[src/shared/ccdfe_cfg.svh]
/*
  Holds the register offsets, mode field positions, register reset values and frame and pipeline counts of the
  black-level control block as macros.
  Assumes inclusion by bare name from the package and design files.
*/
`ifndef CCDFE_CFG_SVH
`define CCDFE_CFG_SVH

// =====================================================
// serial register addresses
`define CCDFE_ADDR_MODE1 4'h0
`define CCDFE_ADDR_MODE2 4'h1
`define CCDFE_ADDR_MODE3 4'h2
`define CCDFE_ADDR_PGA 4'h3
`define CCDFE_ADDR_BLACK 4'h4
`define CCDFE_ADDR_TEST1 4'h8
`define CCDFE_ADDR_TEST2 4'h9
`define CCDFE_OP_WRITE 2'h0

// =====================================================
// reset values and black target range
`define CCDFE_MODE1_RST 10'h008
`define CCDFE_MODE2_RST 10'h000
`define CCDFE_MODE3_RST 10'h000
`define CCDFE_PGA_RST 10'h000
`define CCDFE_BLACK_RST 10'h040
`define CCDFE_BLACK_MIN 7'h10
`define CCDFE_BLACK_MAX 7'h7F

// =====================================================
// mode 1 fields
`define CCDFE_M1_PD 0
`define CCDFE_M1_BLRST 1
`define CCDFE_M1_OUTDIS 2
`define CCDFE_M1_LOWPWR 3
`define CCDFE_M1_DIRLO 4
`define CCDFE_M1_DIRHI 5

// =====================================================
// mode 2 fields
`define CCDFE_M2_MON_LO 0
`define CCDFE_M2_DCLAMP_OFF 3
`define CCDFE_M2_CTGT_LO 4
`define CCDFE_M2_FAST 7

// =====================================================
// mode 3 fields
`define CCDFE_M3_BPER_LO 0
`define CCDFE_M3_BFORCE 3
`define CCDFE_M3_CDSG_LO 4

// =====================================================
// frame and pipeline
`define CCDFE_FRAME_BITS 16
`define CCDFE_PIPE_STAGES 6
`define CCDFE_DATA_W 10

`endif

[src/shared/ccdfe_pkg.sv]
/*
  Holds the types of the black-level control block.
  Assumes the config header is on the include path.
*/
`include "ccdfe_cfg.svh"
package ccdfe_pkg;
  typedef logic [`CCDFE_DATA_W-1:0] ccdfe_word_t;
  typedef enum logic [2:0] {
    CCDFE_SER_IDLE = 3'b001,
    CCDFE_SER_SHIFT = 3'b010,
    CCDFE_SER_DONE = 3'b100
  } ccdfe_ser_t;
  typedef enum logic [1:0] {
    CCDFE_MON_OFF = 2'h0,
    CCDFE_MON_CDS = 2'h1,
    CCDFE_MON_PGA = 2'h2,
    CCDFE_MON_INPUT = 2'h3
  } ccdfe_mon_t;
  typedef enum logic [1:0] {
    CCDFE_CAP_HOLD = 2'h0,
    CCDFE_CAP_CHARGE = 2'h1,
    CCDFE_CAP_DISCHARGE = 2'h2,
    CCDFE_CAP_CLEAR = 2'h3
  } ccdfe_cap_t;
endpackage

[src/shared/ccdfe_wr_if.sv]
/*
  Carries decoded serial register writes from the main module to the
  register store.
  Assumes one clock for both ends.
*/
`timescale 1ns/10ps
interface ccdfe_wr_if;
  logic we;
  logic [3:0] addr;
  logic [9:0] data;
  modport src (output we, output addr, output data);
  modport dst (input we, input addr, input data);
endinterface

[src/ccdfe_regs.sv]
/*
  Holds the five control registers written by the serial port.
  Assumes writes arrive one cycle wide and reset is synchronous.
*/
`timescale 1ns/10ps
`include "ccdfe_cfg.svh"
module ccdfe_regs (
  // clock and reset
  input wire logic clk,
  input wire logic rst,
  // write side
  ccdfe_wr_if.dst wr,
  // register contents
  output ccdfe_pkg::ccdfe_word_t mode1,
  output ccdfe_pkg::ccdfe_word_t mode2,
  output ccdfe_pkg::ccdfe_word_t mode3,
  output ccdfe_pkg::ccdfe_word_t pga,
  output ccdfe_pkg::ccdfe_word_t black
);
  import ccdfe_pkg::*;
  typedef struct packed {
    ccdfe_word_t m1;
    ccdfe_word_t m2;
    ccdfe_word_t m3;
    ccdfe_word_t pg;
    ccdfe_word_t bl;
  } ccdfe_regs_st_t;
  ccdfe_regs_st_t s_q, s_d;

  // =====================================================
  // write decode
  always_comb begin
    s_d = s_q;
    if (wr.we) begin
      case (wr.addr)
        `CCDFE_ADDR_MODE1: s_d.m1 = wr.data;
        `CCDFE_ADDR_MODE2: s_d.m2 = wr.data;
        `CCDFE_ADDR_MODE3: s_d.m3 = wr.data;
        `CCDFE_ADDR_PGA: s_d.pg = wr.data;
        `CCDFE_ADDR_BLACK: begin
          // target clipped into its legal range
          if (wr.data[6:0] < `CCDFE_BLACK_MIN) begin
            s_d.bl = {3'h0, `CCDFE_BLACK_MIN};
          end else begin
            s_d.bl = {3'h0, wr.data[6:0]};
          end
        end
        default: s_d = s_q;
      endcase
    end
  end

  always_ff @(posedge clk) begin
    if (rst) begin
      s_q <= '{`CCDFE_MODE1_RST, `CCDFE_MODE2_RST, `CCDFE_MODE3_RST,
               `CCDFE_PGA_RST, `CCDFE_BLACK_RST};
    end else begin
      s_q <= s_d;
    end
  end

  assign mode1 = s_q.m1;
  assign mode2 = s_q.m2;
  assign mode3 = s_q.m3;
  assign pga = s_q.pg;
  assign black = s_q.bl;
endmodule

[src/ccdfe_ctrl.sv]
/*
  Digital control of a sensor front end: serial port, clamp and sampling
  steering, black-level loop with boost, output pipeline and tri-state.
  Assumes all pins are synchronous to clk (the converter sample clock).
*/
`timescale 1ns/10ps
`include "ccdfe_cfg.svh"
// Summary of operation
// - reference then pixel sample, subtract
// - two-bit sampling gain, nine-bit amplifier gain
// - one bit picks normal or fast clamp
// - two bits choose clamped inputs or none
// - direct clamp pulse: clamp or calibration gate
// - direct-path clamp disable bit, independent
// - black target 16 to 127, default 64
// - during black pulse compare, charge or discharge
// - clear integration on reset bit, pin, powerdown
// - amplifier routing: cancel during direct clamp
// - boost period counts 1 to 7 pulses
// - force bit keeps boost; defaults keep low
// - chip select starts the boost pulse count
// - ten-bit straight binary output coding
// - result appears after 7 clock pipeline
// - outputs float on disable, standby, powerdown
// - two bits route the direct input
// - direct routing ignores blanking and sample pulses
// - powerdown is register bit OR standby
// - two bits select the monitor source
// - sixteen-bit write, executed on select rise
// - low-power bit defaults to one
module ccdfe_ctrl (
  // clock and reset
  input wire logic clk,
  input wire logic srst,
  input wire logic reset_n,
  input wire logic standby_n,
  // serial port
  input wire logic serial_clk,
  input wire logic serial_data,
  input wire logic serial_select_n,
  // timing pulses
  input wire logic ref_sample_pulse,
  input wire logic pixel_sample_pulse,
  input wire logic blanking_pulse,
  input wire logic optical_black_pulse,
  input wire logic sensor_clamp_pulse,
  input wire logic direct_clamp_pulse,
  // converter result
  input wire ccdfe_pkg::ccdfe_word_t conv_code,
  // analog steering
  output logic ref_hold,
  output logic pixel_hold,
  output logic blank_gate,
  output logic [1:0] cds_gain,
  output logic [8:0] pga_gain,
  output logic fast_clamp,
  output logic clamp_ref_en,
  output logic clamp_pixel_en,
  output logic direct_clamp_en,
  output logic direct_to_amp,
  output logic direct_to_conv,
  output ccdfe_pkg::ccdfe_mon_t monitor_sel,
  output logic low_power,
  output logic power_down,
  // black loop
  output ccdfe_pkg::ccdfe_cap_t black_integration_cap,
  output logic boost_gain,
  // data outputs
  output ccdfe_pkg::ccdfe_word_t data_out,
  output logic [9:0] data_oe
);
  import ccdfe_pkg::*;

  typedef struct packed {
    ccdfe_ser_t st;
    logic [15:0] sh;
    logic [4:0] cnt;
    logic sck_prev;
    logic obp_prev;
    logic [2:0] bcnt;
    logic [`CCDFE_PIPE_STAGES*10-1:0] pipe;
    logic ref_hold;
    logic pixel_hold;
    logic blank_gate;
    logic [1:0] cds_gain;
    logic [8:0] pga_gain;
    logic fast_clamp;
    logic clamp_ref_en;
    logic clamp_pixel_en;
    logic direct_clamp_en;
    logic direct_to_amp;
    logic direct_to_conv;
    ccdfe_mon_t mon;
    logic low_power;
    logic pd;
    ccdfe_cap_t cap;
    logic boost;
    ccdfe_word_t dout;
    logic [9:0] oe;
  } ccdfe_st_t;

  ccdfe_st_t s_q, s_d;
  ccdfe_wr_if wr_bus ();
  ccdfe_word_t mode1, mode2, mode3, pga, black;
  logic rst;
  logic dir_any;
  logic calib_win;
  logic sck_rise;
  logic obp_rise;
  logic amp_route;
  logic conv_route;
  logic pd_now;
  logic out_off;
  logic black_clear;
  logic code_below;
  logic code_above;
  logic frame_full;
  logic frame_start;
  logic [2:0] boost_period;
  logic boost_force;
  logic [1:0] clamp_target;

  // register file also cleared by the reset pin
  assign rst = srst | ~reset_n;

  ccdfe_regs ccdfe_regs_i (
    .clk(clk),
    .rst(rst),
    .wr(wr_bus),
    .mode1(mode1),
    .mode2(mode2),
    .mode3(mode3),
    .pga(pga),
    .black(black)
  );

  // =====================================================
  // serial write decode
  assign wr_bus.we = (s_q.st == CCDFE_SER_DONE) && (s_q.sh[15:14] == `CCDFE_OP_WRITE);
  assign wr_bus.addr = s_q.sh[13:10];
  assign wr_bus.data = s_q.sh[9:0];

  assign sck_rise = serial_clk & ~s_q.sck_prev;
  assign obp_rise = optical_black_pulse & ~s_q.obp_prev;
  assign dir_any = mode1[`CCDFE_M1_DIRHI] | mode1[`CCDFE_M1_DIRLO];
  // in amplifier routing the direct clamp pulse opens the black window
  assign calib_win = amp_route ? direct_clamp_pulse
                     : optical_black_pulse;

  // =====================================================
  // mode field decode
  assign amp_route = mode1[`CCDFE_M1_DIRLO] & ~mode1[`CCDFE_M1_DIRHI];
  assign conv_route = mode1[`CCDFE_M1_DIRHI];
  assign pd_now = mode1[`CCDFE_M1_PD] | ~standby_n;
  assign out_off = mode1[`CCDFE_M1_OUTDIS] | pd_now;
  // clear wins over any compare result
  assign black_clear = mode1[`CCDFE_M1_BLRST] | ~reset_n | pd_now;
  assign boost_period = mode3[`CCDFE_M3_BPER_LO +: 3];
  assign boost_force = mode3[`CCDFE_M3_BFORCE];
  assign clamp_target = mode2[`CCDFE_M2_CTGT_LO +: 2];

  // =====================================================
  // black level compare
  assign code_below = conv_code < black;
  assign code_above = conv_code > black;

  // =====================================================
  // serial frame events
  // select fall seen while idle: a new access begins
  assign frame_start = (s_q.st == CCDFE_SER_IDLE) && !serial_select_n;
  // longer frames keep only the last sixteen bits
  assign frame_full = s_q.cnt >= 5'(`CCDFE_FRAME_BITS);

  // =====================================================
  // next state
  always_comb begin
    s_d = s_q;
    s_d.sck_prev = serial_clk;
    s_d.obp_prev = optical_black_pulse;

    // =====================================================
    // serial shifter
    case (s_q.st)
      CCDFE_SER_IDLE: begin
        s_d.cnt = 5'h00;
        if (!serial_select_n) begin
          s_d.st = CCDFE_SER_SHIFT;
        end
      end
      CCDFE_SER_SHIFT: begin
        if (sck_rise && !serial_select_n) begin
          s_d.sh = {s_q.sh[14:0], serial_data};
          if (s_q.cnt != 5'h1F) begin
            s_d.cnt = s_q.cnt + 5'h01;
          end
        end
        if (serial_select_n) begin
          // short frames are dropped at the select rise
          s_d.st = frame_full ? CCDFE_SER_DONE : CCDFE_SER_IDLE;
        end
      end
      CCDFE_SER_DONE: s_d.st = CCDFE_SER_IDLE;
      default: s_d.st = CCDFE_SER_IDLE;
    endcase

    // =====================================================
    // boost counter: select fall restarts it, each black pulse rise counts
    if (frame_start) begin
      s_d.bcnt = boost_period;
    end else if (obp_rise && s_q.bcnt != 3'h0) begin
      s_d.bcnt = s_q.bcnt - 3'h1;
    end
    s_d.boost = boost_force | (s_q.bcnt != 3'h0);

    // =====================================================
    // sampling gates; direct routing masks the pulses
    s_d.ref_hold = ref_sample_pulse & ~dir_any;
    s_d.pixel_hold = pixel_sample_pulse & ~dir_any;
    s_d.blank_gate = blanking_pulse & ~dir_any;
    s_d.cds_gain = mode3[`CCDFE_M3_CDSG_LO +: 2];
    s_d.pga_gain = pga[8:0];

    // =====================================================
    // clamps
    s_d.fast_clamp = mode2[`CCDFE_M2_FAST];
    s_d.clamp_ref_en = sensor_clamp_pulse & ~dir_any
                       & clamp_target[0];
    s_d.clamp_pixel_en = sensor_clamp_pulse & ~dir_any
                         & clamp_target[1];
    s_d.direct_clamp_en = direct_clamp_pulse & dir_any
                          & ~mode2[`CCDFE_M2_DCLAMP_OFF];
    s_d.direct_to_conv = conv_route;
    s_d.direct_to_amp = amp_route;
    s_d.mon = ccdfe_mon_t'(mode2[`CCDFE_M2_MON_LO +: 2]);
    s_d.low_power = mode1[`CCDFE_M1_LOWPWR];
    s_d.pd = pd_now;

    // =====================================================
    // black integration
    if (black_clear) begin
      s_d.cap = CCDFE_CAP_CLEAR;
    end else if (calib_win && !conv_route) begin
      if (code_below) begin
        s_d.cap = CCDFE_CAP_CHARGE;
      end else if (code_above) begin
        s_d.cap = CCDFE_CAP_DISCHARGE;
      end else begin
        s_d.cap = CCDFE_CAP_HOLD;
      end
    end else begin
      s_d.cap = CCDFE_CAP_HOLD;
    end

    // =====================================================
    // straight binary passes unchanged through the pipeline
    s_d.pipe = {s_q.pipe[`CCDFE_PIPE_STAGES*10-11:0], conv_code};
    s_d.dout = s_q.pipe[`CCDFE_PIPE_STAGES*10-1 -: 10];
    s_d.oe = {10{~out_off}};
  end

  // =====================================================
  // state register
  always_ff @(posedge clk) begin
    if (rst) begin
      s_q <= '0;
      s_q.st <= CCDFE_SER_IDLE;
      s_q.sck_prev <= 1'b1;
      s_q.low_power <= 1'b1;
      s_q.cap <= CCDFE_CAP_CLEAR;
    end else begin
      s_q <= s_d;
    end
  end

  // =====================================================
  // outputs
  assign ref_hold = s_q.ref_hold;
  assign pixel_hold = s_q.pixel_hold;
  assign blank_gate = s_q.blank_gate;
  assign cds_gain = s_q.cds_gain;
  assign pga_gain = s_q.pga_gain;
  assign fast_clamp = s_q.fast_clamp;
  assign clamp_ref_en = s_q.clamp_ref_en;
  assign clamp_pixel_en = s_q.clamp_pixel_en;
  assign direct_clamp_en = s_q.direct_clamp_en;
  assign direct_to_amp = s_q.direct_to_amp;
  assign direct_to_conv = s_q.direct_to_conv;
  assign monitor_sel = s_q.mon;
  assign low_power = s_q.low_power;
  assign power_down = s_q.pd;
  assign black_integration_cap = s_q.cap;
  assign boost_gain = s_q.boost;
  assign data_out = s_q.dout;

  // per-pin enable, each pin from its own flop
  for (genvar b = 0; b < `CCDFE_DATA_W; b++) begin : g_oe
    assign data_oe[b] = s_q.oe[b];
  end
endmodule

[config.mk]
export PLATFORM = sky130hd
export DESIGN_NAME = ccdfe_ctrl
export DESIGN_NICKNAME = d
export VERILOG_FILES = /design/src/shared/ccdfe_pkg.sv /design/src/shared/ccdfe_wr_if.sv /design/src/ccdfe_regs.sv /design/src/ccdfe_ctrl.sv
export VERILOG_INCLUDE_DIRS = /design/src /design/src/shared
export SDC_FILE = /design/constraint.sdc
export NUM_CORES = 1
export LEC_CHECK = 0
export BUFFER_PORTS_ARGS = -buffer_cell sky130_fd_sc_hd__buf_4
export CORE_MARGIN = 5
export CORE_UTILIZATION = 30
export CTS_CLUSTER_DIAMETER = 150
export DETAILED_ROUTE_END_ITERATION = 16
export SYNTH_ARGS = -nofsm -noshare
export SYNTH_HDL_FRONTEND = slang
export SYNTH_SLANG_ARGS = --single-unit
[constraint.sdc]
create_clock -name clk -period 2.5 [get_ports clk]
set_input_delay 0.125 -clock clk [delete_from_list [all_inputs] [get_ports clk]]
set_output_delay 0.125 -clock clk [all_outputs]
set_load 0.005 [all_outputs]
Word-level counts from Yosys, hierarchy flattened
Index checks and enable logic that the tools add are counted.
{"block": "word_totals", "elab_cells": 109, "out_inout_bits": 47, "inputBits": 23, "reg_bits": 166}
{"block": "classes", "n_addsub": 2, "muxes": 14, "n_reduce_logical": 21, "n_eq_ne": 12, "bitwise": 26, "n_lt_le_gt_ge": 4}
{"cell": "two-way mux 3 bit", "count": 5}
{"cell": "AND reduction 2 bit", "count": 7}
{"cell": "bitwise AND 1 bit", "count": 11}
{"cell": "greater-than comparator 10 bit", "count": 1}
{"cell": "less-than comparator 10 bit", "count": 1}
{"cell": "two-way mux 5 bit", "count": 2}
{"cell": "one-hot mux 5 bit (2 select lines)", "count": 1}
{"cell": "equality test 4 x 2 -> 1 bit (second input constant)", "count": 2}
{"cell": "!= test 2 bit (second input constant)", "count": 4}
{"cell": "inverter 1 bit", "count": 8}
{"cell": "less-than comparator 7 x 5 -> 1 bit (second input constant)", "count": 1}
{"cell": "two-way mux 7 bit", "count": 1}
{"cell": "bitwise OR 1 bit", "count": 7}
{"cell": "two-way mux 2 bit", "count": 3}
{"cell": "one-hot mux 3 bit (2 select lines)", "count": 1}
{"cell": "adder 5 x 1 -> 5 bit (second input constant)", "count": 1}
{"cell": ">= comparator 5 bit (second input constant)", "count": 1}
{"cell": "logical AND 1 bit", "count": 5}
{"cell": "!= test 5 bit (second input constant)", "count": 1}
{"cell": "equality test 4 x 1 -> 1 bit (second input constant)", "count": 1}
{"cell": "equality test 4 x 3 -> 1 bit (second input constant)", "count": 1}
{"cell": "zero test 4 bit", "count": 1}
{"cell": "nonzero test 2 bit", "count": 2}
{"cell": "equality test 3 x 1 -> 1 bit (second input constant)", "count": 1}
{"cell": "other kinds (9)", "count": 10}

Longest topological paths before layout
{"block": "logic_depth", "word_depth": 5, "ltp_mapped": 6}

Hierarchy
Synthesis repeated with hierarchy kept, for this count alone.
{"block": "hier_totals", "cells_unflattened": 593, "area_unflattened_um2": 6327.3}
{"module": "ccdfe_ctrl", "area_per_inst_um2": 4393.0, "seq_area_each_um2": 2542.4, "instances": 1, "cells_per_inst": 410}
{"module": "ccdfe_regs", "area_per_inst_um2": 1934.4, "seq_area_each_um2": 940.9, "instances": 1, "cells_per_inst": 183}

Least setup slack after synthesis
OpenSTA, ideal clock, no wires.
{"block": "synth_path", "kind": "reg-to-reg", "startpoint": "register s_q[130] (netlist bit)", "endpoint": "register ccdfe_regs_i.s_q (netlist bit ccdfe_regs_i.mode1[1])", "path_buffers": 2, "stages_incl_launch_ff": 7, "t_arrival_ps": 1741, "setup_slack_ps": 644, "path_cell_list": "dfxtp_1 or4b_1 clkbuf_2 or4b_4 buf_6 nand3_1 o21ai_2"}
{"block": "synth_between", "elab_chain_cells": 2}
{"item": "from (decl)", "line_no": "ccdfe_ctrl.sv:102", "rtl": "ccdfe_st_t s_q, s_d;"}
{"item": "zero test 4 bit", "line_no": "ccdfe_regs.sv:35", "rtl": "case (wr.addr)"}
{"item": "AND reduction 2 bit (no source line)"}
{"item": "to (signal assigned)", "line_no": "ccdfe_regs.sv:55", "rtl": "s_q <= '{`CCDFE_MODE1_RST, `CCDFE_MODE2_RST, `CCDFE_MODE3_RST,"}
{"item": "to (decl)", "line_no": "ccdfe_regs.sv:28", "rtl": "ccdfe_regs_st_t s_q, s_d;"}
Every way passes these cells.
A chain may end at the register's enable or synchronous reset.

Worst setup path in the final report
{"block": "layout_path", "startpoint": "register s_q[135] (netlist bit)", "endpoint": "register ccdfe_regs_i.s_q (netlist bit ccdfe_regs_i.mode1[3])"}
{"block": "layout_between", "elab_chain_cells": 3}
{"item": "equality test 3 bit", "line_no": "ccdfe_ctrl.sv:139", "rtl": "assign wr_bus.we = (s_q.st == CCDFE_SER_DONE) && (s_q.sh[15:14] == `CCDFE_OP_WRITE);"}
{"item": "logical AND 1 bit", "line_no": "ccdfe_ctrl.sv:139"}
{"item": "AND reduction 2 bit (no source line)"}
Every way passes these cells.

==> results.txt <==
number of antenna violations at the first check in global routing: 0
Data arrival, critical path: 2250 ps
reg-to-reg slack, setup: 560 ps
CP cell instances: or4b_1, or4b_4, nor3_1, a21oi_1
number of H-tree levels: 4
placeable core region: 18,640 µm²
antenna diode count: 0
drt first pass iters: 4
Hold Path Sink: s_q[111]
setup_tns: 0 ps
worst min path class: primary input to register
height of the chip: 147.2 µm
width of the die: 147.2 µm
final number of max-transition violations: 0
largest area contributor in the netlist: sky130_fd_sc_hd__dfxtp_1
Crit path required time: 2800 ps
unrepaired setup endpoints after global routing: no
initial cell density of the core: 30.29%
most common cell after layout, fill and taps aside: sky130_fd_sc_hd__dfxtp_1
most used cells in the layout excluding fill and tap cells: sky130_fd_sc_hd__dfxtp_1, sky130_fd_sc_hd__buf_4, sky130_fd_sc_hd__and2_1
portion of synthesized cell area occupied by the leading cell type: 57.08%
Setup violations, final: 0
Critical Path Slowest Stage Cell: sky130_fd_sc_hd__or4b_4
critical path endpoint category: register
number of nets in the final layout: 647
Synth-to-Final Area Change: 21.56%
static power due to leakage: 2.979 nW
Tot GR Track Use: 9.268%
Routed Antenna Nets: 0
number of buffers created by CTS: 17
peak per-stage delay on the critical path: 630 ps
worst-case clock skew: 5.072 ps
vias in the first global route: 3,188
clock root buffer: sky130_fd_sc_hd__clkbuf_16
via count of the routed design: 3,584
number of synthesized register bits: 161
critical path startpoint category: register
layout cells sized above 1: 19.81%
routed length per instance: 11.40 µm
drt via density: 4.167
VDD IR max: 345.6 µV
peak fanout along the critical path: 12
hold violation total from the final report: 0
CTS clock-pin slew for the worst setup and hold paths: 60 ps
First DRT Iteration DRCs: 222
first-pass GRT wire length: 16.00 mm
total power draw: 0.005172 W
worst hold path stage count: 3
Relative slew margins: 60.50%
worst-case hold slack: 46.44 ps
Detailed Route WL: 9.805 mm
min Tclk post-route: 1944 ps
cell area after technology mapping: 5647 µm²
number of standard cells after synthesis: 564
global route overflow: 0
sequential area share after synthesis: 57.08%
number of nets in the synthesized netlist: 598
minimum setup slack in the final design: 556.4 ps
TritonCTS sink count: 161
slew at the pin closest to its max-slew limit: 591.2 ps
power per cell area: 753.5 nW/µm²
worst r2r dst: ccdfe_regs_i.mode1[3]
Skew-Pair Late Insertion Delay: 420 ps
total of buffers placed on input and output ports: 69
highest achievable clock rate: 514.5 MHz
finished layout cell area: 6864 µm²
main area contributors after synthesis: sky130_fd_sc_hd__dfxtp_1, sky130_fd_sc_hd__and2_1, sky130_fd_sc_hd__buf_4
TritonCTS clock tree: built
worst reg2reg path startpoint: s_q[135]
Cell Area, Placed: 6113 µm²
worst setup timing slack at the placement stage: 559.6 ps
Avg Inst Size Synth: 10.01 µm²
DRC violation count after routing: 0
status: finished, final reports clean
depth of the worst register-to-register path: 4
Hold Startpoint: srst
Top-Level Pins: 70
maxcap violations: 0
path type of the worst setup path: register to register
largest net degree at the start of global routing: 70
synthesis warning total: 0
cts repair resizes: 0
placer's final routability congestion estimate: 0.7278
maximum clock insertion buffer count: 2
total die area: 21,670 µm²
site row count: 50
DP HPWL: 6.495 mm
final period utilization: 77.74%
Synth cell types: 44
cell usage after synthesis (all sizes together):
cell      n
a211oi    2
a21bo     1
a21o      3
a21oi    13
a31o      1
and2     73
and3      8
buf      47
clkbuf   18
dfxtp   161
ha       11
inv      26
mux2      1
mux2i    18
nand2    41
nand2b    8
nand3    36
nand3b    1
nor2     32
nor2b     2
nor3      7
nor3b     3
nor4      4
nor4b     1
o211a     1
o211ai    1
o21ai    30
or2       2
or2b      1
or3       2
or3b      2
or4       1
or4b      3
xnor2     2
xor2      1
metrics by stage:
step	utilization, %	std cells
6_report	36.82	860
2_1_floorplan	-	564
3_5_place_dp	32.79	809
5_1_grt	36.82	860
4_1_cts	36.82	860
3_3_place_gp	32.79	809
power breakdown:
| part | switching (W) | leakage (nW) | internal [W] |
|---|---|---|---|
| clock | 0.00108 | 0.266 | 0.00133 |
| combinational | 0.0000869 | 1.41 | 0.0000881 |
| sequential | 0.00000639 | 1.30 | 0.00258 |
kinds of logic (layout without fill, tap and decap cells):
family,count (synthesis),count (layout),share of synthesized area [%]
AO/OA/AOI/OAI,52,52,5.451
XOR/XNOR,3,3,0.4654
adder cells (fa/ha/maj),11,11,2.437
buffers and inverters,91,153,9.328
flip-flops,161,161,57.08
multiplexers,19,19,3.390
AND/OR/NAND/NOR,227,227,21.85
critical path: cells and delay by family (launching register included):
kind / cells / cell delay (ps)
and+or+nand+nor: 3 / 1400
DFF: 1 / 380
AOI/OAI and AO/OA: 1 / 50
flip-flops by register name, indices dropped and copies added, names as in the netlist, 2 cells and up:
name	flops
s_d	60
s_q	29
data_out	10
ccdfe_regs_i.pga	9
pga_gain	9
ccdfe_regs_i.black	7
ccdfe_regs_i.mode1	6
ccdfe_regs_i.mode2	6
ccdfe_regs_i.mode3	6
black_integration_cap	2
cds_gain	2
monitor_sel	2
per-layer routing:
layer,track usage (%),share of wire [%]
met1,11.46,46
met2,14.70,47
met3,3.701,6.1
met4,3.262,1.6
met5,0,0
worst max path at each step:
| stage | startpoint | endpoint | slack (ps) | cells after the start |
|---|---|---|---|---|
| finish | s_q[135] | ccdfe_regs_i.mode1[3] | 560 | 4 |
| global route | s_q[133] | ccdfe_regs_i.mode1[3] | 460 | 4 |
| CTS | s_q[130] | ccdfe_regs_i.mode1[3] | 550 | 4 |
| detailed placement | s_q[130] | ccdfe_regs_i.mode1[3] | 560 | 4 |
| global placement | s_q[130] | ccdfe_regs_i.mode1[3] | 550 | 4 |
| floorplan | s_q[130] | ccdfe_regs_i.mode1[1] | 640 | 6 |
what timing repair did:
item                                   4_1_cts  5_1_grt
endpoints found under the hold margin       20        0
setup endpoints to repair                    0        0
hold buffers                                19        0
buffers inserted                             0        0
area by class of cell:
| class | instances | area [µm²] |
|---|---|---|
| clock buffer | 18 | 439.2 |
| clock inverter | 14 | 121.4 |
| fill | 1831 | 11780 |
| inverter | 26 | 97.59 |
| multi-input combinational | 312 | 1904 |
| sequential | 161 | 3223 |
| tap | 234 | 292.8 |
| timing repair buffer | 95 | 785.8 |
Note: power is estimated with default switching activity, not from simulation.
